**src/pkg/sss_pkg.sv**
```systemverilog
// Register map, field layout and carrier types of the sync source bank.
package sss_pkg;

  // Register indices; the bus byte address is four times the index.
  localparam logic [7:0]  IDX_MIX_OSC_FMT  = 8'h1f;
  localparam logic [7:0]  IDX_FIFO_DIVIDER = 8'h20;
  localparam logic [7:0]  IDX_RSVD_A       = 8'h21;
  localparam logic [7:0]  IDX_RSVD_B       = 8'h22;

  // Reset values.
  localparam logic [15:0] RST_MIX_OSC_FMT  = 16'h1140;
  localparam logic [15:0] RST_FIFO_DIVIDER = 16'h2400;
  localparam logic [15:0] RST_RSVD_A       = 16'h0000;
  localparam logic [15:0] RST_RSVD_B       = 16'h1b1b;

  // Field positions in the mixer/oscillator/formatter register.
  localparam int unsigned MIX_SEL_LSB      = 12;
  localparam int unsigned NCO_SEL_LSB      = 4;
  localparam int unsigned FMT_SEL_LSB      = 2;
  localparam int unsigned SW_SYNC_BIT      = 1;

  // Field positions in the FIFO/divider register.
  localparam int unsigned FIN_SEL_LSB      = 12;
  localparam int unsigned FOUT_SEL_LSB     = 8;
  localparam int unsigned CLKDIV_SEL_BIT   = 0;

  // Formatter source codes.
  localparam logic [1:0]  FMT_SRC_FRAME    = 2'h0;
  localparam logic [1:0]  FMT_SRC_EXT      = 2'h1;

  // AXI responses.
  localparam logic [1:0]  RESP_OKAY        = 2'h0;
  localparam logic [1:0]  RESP_DECERR      = 2'h3;

  // Pins from the data source, asynchronous to the device clock.
  typedef struct packed {
    logic frame;
    logic ext_sync;
    logic output_strobe_pin;
  } sss_pins_t;

  // Sync requests toward the datapath blocks, one bit per block.
  typedef struct packed {
    logic mixer;
    logic osc_acc;
    logic formatter;
    logic fifo_in;
    logic fifo_out;
    logic clkdiv;
  } sss_sync_t;

endpackage

```
**src/logic/sss_sync_in.sv**
```systemverilog
// Two-flop synchroniser for a group of asynchronous pin levels.
`timescale 1ns/10ps
module sss_sync_in #(
  parameter int unsigned W = 3
) (
  input  wire logic         i_ref_clk, // Device clock.
  input  wire logic         i_rst,     // Synchronous reset, active high.
  input  wire logic [W-1:0] i_async,   // Pin levels from outside.
  output logic      [W-1:0] o_level    // Levels safe for local logic.
);

  logic [W-1:0] meta_q;
  logic [W-1:0] level_q;

  // The first stage is read by the second stage only.
  always_ff @(posedge i_ref_clk)
  begin
    if (i_rst)
    begin
      meta_q  <= '0;
      level_q <= '0;
    end
    else
    begin
      meta_q  <= i_async;
      level_q <= meta_q;
    end
  end

  assign o_level = level_q;

endmodule

```
**src/logic/sss_top.sv**
```systemverilog
// Sync source select register bank with an AXI4-Lite slave port.
//
// Notes on behaviour
// - The mixer mask in bits 15:12 enables software, pin, strobe, write.
// - The accumulator mask in bits 7:4 enables software, pin, strobe, frame.
// - All enabled sources of a mask are ORed into one sync request.
// - The formatter takes frame on 00, the sync pin on 01, none otherwise.
// - Bit 1 is a software sync level held until software writes it to 0.
// - The FIFO input mask in bits 15:12 of the second register resets 0010.
// - The FIFO output mask in bits 11:8 enables software, strobe, pin, frame.
// - Divider bit 0 picks the strobe, or frame/pin/software via FIFO input.
//
// The AXI4-Lite interface to the registers is this design's own decision.
`timescale 1ns/10ps
module sss_top (
  input  wire logic              i_ref_clk,        // Device clock.
  input  wire logic              i_rst,            // Sync reset, high.
  input  wire logic [7:0]        i_s_axi_awaddr,   // Write address.
  input  wire logic              i_s_axi_awvalid,  // Write address valid.
  output logic                   o_s_axi_awready,  // Write address ready.
  input  wire logic [31:0]       i_s_axi_wdata,    // Write data.
  input  wire logic [3:0]        i_s_axi_wstrb,    // Write byte enables.
  input  wire logic              i_s_axi_wvalid,   // Write data valid.
  output logic                   o_s_axi_wready,   // Write data ready.
  output logic [1:0]             o_s_axi_bresp,    // Write response.
  output logic                   o_s_axi_bvalid,   // Write response valid.
  input  wire logic              i_s_axi_bready,   // Write response ready.
  input  wire logic [7:0]        i_s_axi_araddr,   // Read address.
  input  wire logic              i_s_axi_arvalid,  // Read address valid.
  output logic                   o_s_axi_arready,  // Read address ready.
  output logic [31:0]            o_s_axi_rdata,    // Read data.
  output logic [1:0]             o_s_axi_rresp,    // Read response.
  output logic                   o_s_axi_rvalid,   // Read data valid.
  input  wire logic              i_s_axi_rready,   // Read data ready.
  input  wire sss_pkg::sss_pins_t i_pins,          // Frame, sync, strobe.
  output sss_pkg::sss_sync_t     o_sync            // Sync per block.
);

  import sss_pkg::*;

  // Register storage.
  logic [15:0] mix_q;
  logic [15:0] fifo_q;
  logic [15:0] rsva_q;
  logic [15:0] rsvb_q;

  // Write channel holding state.
  logic        aw_q;
  logic [7:0]  awaddr_q;
  logic        w_q;
  logic [15:0] wdata_q;
  logic [1:0]  wstrb_q;
  logic        bvalid_q;
  logic [1:0]  bresp_q;

  // Read channel state.
  logic        rvalid_q;
  logic [31:0] rdata_q;
  logic [1:0]  rresp_q;

  // Sync state.
  logic        auto_q;
  sss_sync_t   sync_q;
  sss_sync_t   sync_d;

  // Pin synchronisation. The three pins come from the data source and
  // are not related to the device clock, so every level passes two
  // flops before the selection logic sees it. Users must allow for the
  // two cycles of latency that this adds to every pin-driven sync.
  logic [2:0]  pin_lvl;
  logic        frame_s;
  logic        ext_s;
  logic        strobe_s;

  sss_sync_in #(
    .W (3)
  ) i_sss_sync_in (
    .i_ref_clk (i_ref_clk),
    .i_rst     (i_rst),
    .i_async   ({i_pins.frame, i_pins.ext_sync, i_pins.output_strobe_pin}),
    .o_level   (pin_lvl)
  );

  // Bit order of the synchroniser follows the concatenation above.
  assign frame_s  = pin_lvl[2];
  assign ext_s    = pin_lvl[1];
  assign strobe_s = pin_lvl[0];

  // Write path: address and data are taken in either order and the
  // register update happens once both are held. A channel that has
  // been taken drops its ready until the response has been accepted,
  // so a fast master cannot queue a second write behind the first.
  wire         aw_take  = i_s_axi_awvalid && o_s_axi_awready;
  wire         w_take   = i_s_axi_wvalid && o_s_axi_wready;
  // The write fires once both halves are held and no answer is pending.
  wire         do_write = aw_q && w_q && !bvalid_q;
  wire  [7:0]  wr_idx   = {2'h0, awaddr_q[7:2]};
  wire         wr_algn  = (awaddr_q[1:0] == 2'h0);
  wire         wr_mix   = wr_algn && (wr_idx == IDX_MIX_OSC_FMT);
  wire         wr_fifo  = wr_algn && (wr_idx == IDX_FIFO_DIVIDER);
  wire         wr_rsva  = wr_algn && (wr_idx == IDX_RSVD_A);
  wire         wr_rsvb  = wr_algn && (wr_idx == IDX_RSVD_B);
  wire         wr_hit   = wr_mix || wr_fifo || wr_rsva || wr_rsvb;
  // Lane 0 writes bits 7:0 and lane 1 writes bits 15:8.
  wire  [15:0] wr_mask  = {{8{wstrb_q[1]}}, {8{wstrb_q[0]}}};

  // Readies are combinational, so a channel can be taken in the cycle
  // in which its valid rises.
  assign o_s_axi_awready = !aw_q && !bvalid_q;
  assign o_s_axi_wready  = !w_q && !bvalid_q;
  assign o_s_axi_bvalid  = bvalid_q;
  assign o_s_axi_bresp   = bresp_q;

  // Each channel has its own holding flag, so either may arrive first.
  always_ff @(posedge i_ref_clk)
  begin
    if (i_rst)
      aw_q <= 1'b0;
    else if (aw_take)
      aw_q <= 1'b1;
    else if (do_write)
      aw_q <= 1'b0;
  end

  always_ff @(posedge i_ref_clk)
  begin
    if (i_rst)
      awaddr_q <= 8'h00;
    else if (aw_take)
      awaddr_q <= i_s_axi_awaddr;
  end

  always_ff @(posedge i_ref_clk)
  begin
    if (i_rst)
      w_q <= 1'b0;
    else if (w_take)
      w_q <= 1'b1;
    else if (do_write)
      w_q <= 1'b0;
  end

  // Only the two low byte lanes are kept: every register is 16 bits
  // wide, and the upper lanes of a write are dropped.
  always_ff @(posedge i_ref_clk)
  begin
    if (i_rst)
    begin
      wdata_q <= 16'h0000;
      wstrb_q <= 2'h0;
    end
    else if (w_take)
    begin
      wdata_q <= i_s_axi_wdata[15:0];
      wstrb_q <= i_s_axi_wstrb[1:0];
    end
  end

  // The response stands until the master raises bready.
  always_ff @(posedge i_ref_clk)
  begin
    if (i_rst)
      bvalid_q <= 1'b0;
    else if (do_write)
      bvalid_q <= 1'b1;
    else if (i_s_axi_bready)
      bvalid_q <= 1'b0;
  end

  // A miss is still answered, with a decode error, so a stray address
  // never hangs the master.
  always_ff @(posedge i_ref_clk)
  begin
    if (i_rst)
      bresp_q <= RESP_OKAY;
    else if (do_write)
      bresp_q <= wr_hit ? RESP_OKAY : RESP_DECERR;
  end

  // Byte-lane merge of a write into a stored word.
  // Lanes with a clear strobe keep their old value.
  function automatic logic [15:0] merge(input logic [15:0] old_v,
                                        input logic [15:0] new_v,
                                        input logic [15:0] mask);
    merge = (old_v & ~mask) | (new_v & mask);
  endfunction

  // Per-register write enables.
  wire         wen_mix  = do_write && wr_mix;
  wire         wen_fifo = do_write && wr_fifo;
  wire         wen_rsva = do_write && wr_rsva;
  wire         wen_rsvb = do_write && wr_rsvb;

  // The software sync bit is stored like any field; its level stays
  // asserted until a later write clears it. Software owns the clear,
  // so a forgotten write leaves the blocks held in sync.
  always_ff @(posedge i_ref_clk)
  begin
    if (i_rst)
      mix_q <= RST_MIX_OSC_FMT;
    else if (wen_mix)
      mix_q <= merge(mix_q, wdata_q, wr_mask);
  end

  always_ff @(posedge i_ref_clk)
  begin
    if (i_rst)
      fifo_q <= RST_FIFO_DIVIDER;
    else if (wen_fifo)
      fifo_q <= merge(fifo_q, wdata_q, wr_mask);
  end

  // Reserved words are kept writable so they read back what was set;
  // the bank relies on software to leave them alone.
  always_ff @(posedge i_ref_clk)
  begin
    if (i_rst)
      rsva_q <= RST_RSVD_A;
    else if (wen_rsva)
      rsva_q <= merge(rsva_q, wdata_q, wr_mask);
  end

  always_ff @(posedge i_ref_clk)
  begin
    if (i_rst)
      rsvb_q <= RST_RSVD_B;
    else if (wen_rsvb)
      rsvb_q <= merge(rsvb_q, wdata_q, wr_mask);
  end

  // Read path. The address is decoded straight from the bus in the
  // cycle in which it is taken, so the answer is ready one edge later
  // with no wait state.
  wire         ar_take  = i_s_axi_arvalid && o_s_axi_arready;
  wire  [7:0]  rd_idx   = {2'h0, i_s_axi_araddr[7:2]};
  wire         rd_algn  = (i_s_axi_araddr[1:0] == 2'h0);
  wire         rd_mix   = rd_algn && (rd_idx == IDX_MIX_OSC_FMT);
  wire         rd_fifo  = rd_algn && (rd_idx == IDX_FIFO_DIVIDER);
  wire         rd_rsva  = rd_algn && (rd_idx == IDX_RSVD_A);
  wire         rd_rsvb  = rd_algn && (rd_idx == IDX_RSVD_B);
  wire         rd_hit   = rd_mix || rd_fifo || rd_rsva || rd_rsvb;
  // Misses read as zero, and the upper half of the bus is always zero.
  wire  [15:0] rd_word  = ({16{rd_mix}}  & mix_q)
                        | ({16{rd_fifo}} & fifo_q)
                        | ({16{rd_rsva}} & rsva_q)
                        | ({16{rd_rsvb}} & rsvb_q);

  // One read at a time: the address channel closes while data waits.
  assign o_s_axi_arready = !rvalid_q;
  assign o_s_axi_rvalid  = rvalid_q;
  assign o_s_axi_rdata   = rdata_q;
  assign o_s_axi_rresp   = rresp_q;

  always_ff @(posedge i_ref_clk)
  begin
    if (i_rst)
      rvalid_q <= 1'b0;
    else if (ar_take)
      rvalid_q <= 1'b1;
    else if (i_s_axi_rready)
      rvalid_q <= 1'b0;
  end

  // Data and response are only loaded on a take, so they stand
  // unchanged for as long as the master keeps the answer waiting.
  always_ff @(posedge i_ref_clk)
  begin
    if (i_rst)
    begin
      rdata_q <= 32'h0000_0000;
      rresp_q <= RESP_OKAY;
    end
    else if (ar_take)
    begin
      rdata_q <= {16'h0000, rd_word};
      rresp_q <= rd_hit ? RESP_OKAY : RESP_DECERR;
    end
  end

  // Sync source selection. Each mask is ANDed with its own source
  // vector, whose bit order follows the mask field, so a disabled
  // source is ignored even while its pin toggles.
  // Field views of the two live registers.
  wire  [3:0]  mix_sel  = mix_q[MIX_SEL_LSB +: 4];
  wire  [3:0]  nco_sel  = mix_q[NCO_SEL_LSB +: 4];
  wire  [1:0]  fmt_sel  = mix_q[FMT_SEL_LSB +: 2];
  wire         sw_sync  = mix_q[SW_SYNC_BIT];
  wire  [3:0]  fin_sel  = fifo_q[FIN_SEL_LSB +: 4];
  wire  [3:0]  fout_sel = fifo_q[FOUT_SEL_LSB +: 4];
  wire         div_sel  = fifo_q[CLKDIV_SEL_BIT];

  // Any accepted write to a mapped register is one auto-sync event,
  // seen a cycle later so the new values are already stored. Reserved
  // words count as well, since a write there may be a deliberate kick.
  always_ff @(posedge i_ref_clk)
  begin
    if (i_rst)
      auto_q <= 1'b0;
    else
      auto_q <= do_write && wr_hit;
  end

  // Source vectors in mask bit order, most significant first.
  wire  [3:0]  mix_src  = {sw_sync, ext_s, strobe_s, auto_q};
  wire  [3:0]  nco_src  = {sw_sync, ext_s, strobe_s, frame_s};
  wire  [3:0]  fin_src  = {sw_sync, ext_s, strobe_s, frame_s};
  wire  [3:0]  fout_src = {sw_sync, strobe_s, ext_s, frame_s};
  // The strobe is masked out so the divider never takes it on this path.
  // Bit 13 of the input mask therefore has no effect on the divider.
  wire  [3:0]  div_src  = {sw_sync, ext_s, 1'b0, frame_s};

  // The formatter takes one source only, so it is a select, not a mask.
  wire         fmt_hit  = (fmt_sel == FMT_SRC_FRAME) ? frame_s :
                          (fmt_sel == FMT_SRC_EXT)   ? ext_s   :
                          1'b0;

  always_comb
  begin
    sync_d           = '0;
    sync_d.mixer     = |(mix_sel & mix_src);
    sync_d.osc_acc   = |(nco_sel & nco_src);
    sync_d.formatter = fmt_hit;
    sync_d.fifo_in   = |(fin_sel & fin_src);
    sync_d.fifo_out  = |(fout_sel & fout_src);
    sync_d.clkdiv    = div_sel ? |(fin_sel & div_src) : strobe_s;
  end

  // One register stage between the sources and the outputs keeps the
  // requests free of decode glitches while still acting within the
  // single cycle that the datapath allows.
  always_ff @(posedge i_ref_clk)
  begin
    if (i_rst)
      sync_q <= '0;
    else
      sync_q <= sync_d;
  end

  assign o_sync = sync_q;

endmodule

```
**config.mk**
```make
export PLATFORM = sky130hd
export DESIGN_NAME = sss_top
export DESIGN_NICKNAME = d
export VERILOG_FILES = /design/src/pkg/sss_pkg.sv /design/src/logic/sss_sync_in.sv /design/src/logic/sss_top.sv
export SDC_FILE = /design/constraint.sdc
export NUM_CORES = 1
export LEC_CHECK = 0
export BUFFER_PORTS_ARGS = -buffer_cell sky130_fd_sc_hd__buf_2
export CAP_MARGIN = 30
export CORE_MARGIN = 8
export CORE_UTILIZATION = 35
export DETAILED_ROUTE_END_ITERATION = 10
export MAX_ROUTING_LAYER = met4
export SETUP_SLACK_MARGIN = 0.02
export SYNTH_ARGS = -nofsm -noshare
export SYNTH_HDL_FRONTEND = slang
export SYNTH_SLANG_ARGS = --single-unit
```
**constraint.sdc**
```tcl
create_clock -name i_ref_clk -period 4.8 [get_ports i_ref_clk]
set_input_delay 0.72 -clock i_ref_clk [delete_from_list [all_inputs] [get_ports i_ref_clk]]
set_output_delay 0.72 -clock i_ref_clk [all_outputs]
set_load 0.1 [all_outputs]
```
==> results.ini <==
[routing]
drt_wl_total_mm=13.0
wl_per_cell_um=16.1
ant_nets=0
drt-initial-drc-count=203
vias_per_cell=5.00
drt_pass1_iterations=5
drc=0
dr_total_vias=4049

[sta]
relSlewSlack_pct=35.7
fmax_mhz=432
period_share_pct=48.2
rsz0062_at_grt=false
fin_tns_setup_ns=0
fin_crit_ns=2.31
tightest_slew_ns=0.958
final_hold_viol_count=0
setup_viol=0
holdWs_ns=0.432
drv_slew=0
skew_ns=0.00695

[synthesis]
netlist.area_leader.share_pct=48.7
synthSimpleGateAreaFrac_pct=20.1
yosysUniqueCellTypes=36
syn_inst=546
syn_area_per_cell_um2=9.40
synth_warnings=0
synth_mux_area_share_pct=13.6
ys_seq_area_share_pct=48.7
synth_compound_area_share_pct=12.2
synth_top_family_by_area=simple AND/OR/NAND/NOR gates
synth_area_um2=5130
synthAdderAreaFrac_pct=0
synth_xor_xnor_area_share_pct=0
synth_area_leaders=dfxtp_1 49%, mux2i_1 10%, nor2_1 5.7%
ys_seq_elements=125
synth_area_leader_cell=dfxtp_1

[die]
die_w_um=137
rows=44
coreArea_um2=14400
die_area_um2=18800
die_y_um=137
floorplan.initialDensity_pct=35.6
io_pins=109

[clocking]
numCtsBuffers=17
cts_tree=built
cts_resized=0
max-clock-path-buffers=2
post_cts_buffers=0
cts.htree.levels=4
insertion_delay_ns=0.41
root_buffer=clkbuf_16
clock-sinks=125
clk_pin_slew_worst_paths_ns=0.05
cts_hold_buf=0

[global_route]
busiest_layer=met2
antenna_found_initial=0
grt_overflow=0
first_global_vias=4052
grt_use_met3_pct=3.89
grt_util_met2_pct=22.1
globalRouteTotalUtil_pct=14.4
use_met1_pct=18.1
grt_max_degree=76
grt_pass1_wl_mm=20.5

[finish]
layout_common_cells=125 x dfxtp_1, 78 x nor2_1, 77 x nand2_1, 73 x buf_2, 52 x mux2i_1
area_delta_synth_final_pct=20.0
layout-drive-gt1-share_pct=22.9
nets=674
antennaDiodeCount=0
mostFrequentLayoutCell=dfxtp_1

[critical_path]
cp-start-kind=flop
r2r-start=awaddr_q[4]$_SDFFE_PP0P_
required_ns=5.10
r2r.worst_path.cells=4
critical_path_class=reg2reg
crit_fanout=12
r2r_setup_slack_ns=2.49
endpoint_kind=flop
crit_arrival_ns=2.61

[outcome]
status=finished, final reports clean

[placement]
gp_congestion=0.745
hpwl_mm=9.18
port-buffer-count=74

[hold_path]
hold_path_class=reg2reg
min_from=i_sss_sync_in.meta_q[0]$_SDFF_PP0_
holdPathStages=1
min_to=i_sss_sync_in.o_level[0]$_SDFF_PP0_

[power_and_ir_drop]
power_leakage_nw=2.65
irDropWorstVdd_uv=244
p_per_area_nw_per_um2=426
total_power_w=0.00262

[flow_run]
cap_viol_max_count=0

[through the flow]
step / cells / util (%) / setup WS [ns] / area (um2)
6_report: 809 / 42.7 / 2.49 / 6160
5_1_grt: 809 / 42.7 / 2.43 / 6160
4_1_cts: 808 / 42.7 / 2.41 / 6160
3_5_place_dp: 776 / 38.8 / 2.30 / 5600
3_3_place_gp: 774 / 38.7 / 1.93 / 5580
2_1_floorplan: 561 / - / 1.61 / 5190
[cell type report]
type / count / area, um2
Fill cell: 1477 / 8260
Sequential cell: 125 / 2500
Multi-Input combinational cell: 383 / 2420
Clock buffer: 19 / 433
Timing Repair Buffer: 81 / 430
Tap cell: 184 / 230
Clock inverter: 13 / 125
Inverter: 4 / 15.0
[Yosys cell counts, drive strengths merged]
| master | count |
|---|---|
| nor2b | 16 |
| clkbuf | 27 |
| a222oi | 1 |
| nand2b | 2 |
| nand3b | 4 |
| and4bb | 1 |
| conb | 1 |
| nand4b | 1 |
| o21ai | 1 |
| nor4 | 6 |
| or4b | 2 |
| a211o | 11 |
| a211oi | 18 |
| nand2 | 77 |
| and2 | 2 |
| nor3 | 6 |
| and4b | 1 |
| buf | 22 |
| mux2 | 16 |
| a21oi | 38 |
| mux2i | 52 |
| nor4b | 1 |
| a221oi | 16 |
| or2 | 1 |
| and3b | 2 |
| inv | 4 |
| nand3 | 1 |
| a22oi | 6 |
| dfxtp | 125 |
| nor2 | 78 |
| nor3b | 2 |
| nand4 | 5 |
[metal layers]
layer  vias to the layer above  wire length [um]
met2                       120              5990
met1                      1901              6040
met5                         -                 0
met4                         0               138
met3                        12               868
li1                       2016                 -
[cells by family (layout without fill, tap and decap cells)]
group           count (synthesis)  in the layout
compound gates                 91             91
other cells                     1             16
simple gates                  208            208
mux                            68             68
buf+inv                        53            117
flops                         125            125
[worst max-delay path: stages (launching register included)]
cell,delay (ns)
dfxtp_1,0.33
or4b_4,0.59
nor4_4,0.85
nor2b_1,0.12
a211o_1,0.30
[worst max-delay path by stage]
stage / startpoint / cells after the start / endpoint
floorplan: o_s_axi_bvalid$_SDFFE_PP0P_ / 6 / wdata_q[14]$_SDFFE_PP0P_
global placement: i_s_axi_araddr[5] / 5 / o_s_axi_rdata[8]$_SDFFE_PP0P_
detailed placement: i_s_axi_araddr[5] / 6 / o_s_axi_rdata[14]$_SDFFE_PP0P_
CTS: awaddr_q[4]$_SDFFE_PP0P_ / 3 / flop
global route: awaddr_q[4]$_SDFFE_PP0P_ / 4 / flop
finish: awaddr_q[4]$_SDFFE_PP0P_ / 4 / flop
[power by group]
group	internal, W	switching [W]
logic	0.0000620	0.000262
registers	0.00107	0.0000336
clock network	0.000754	0.000440
(Power assumes the default switching activity.)
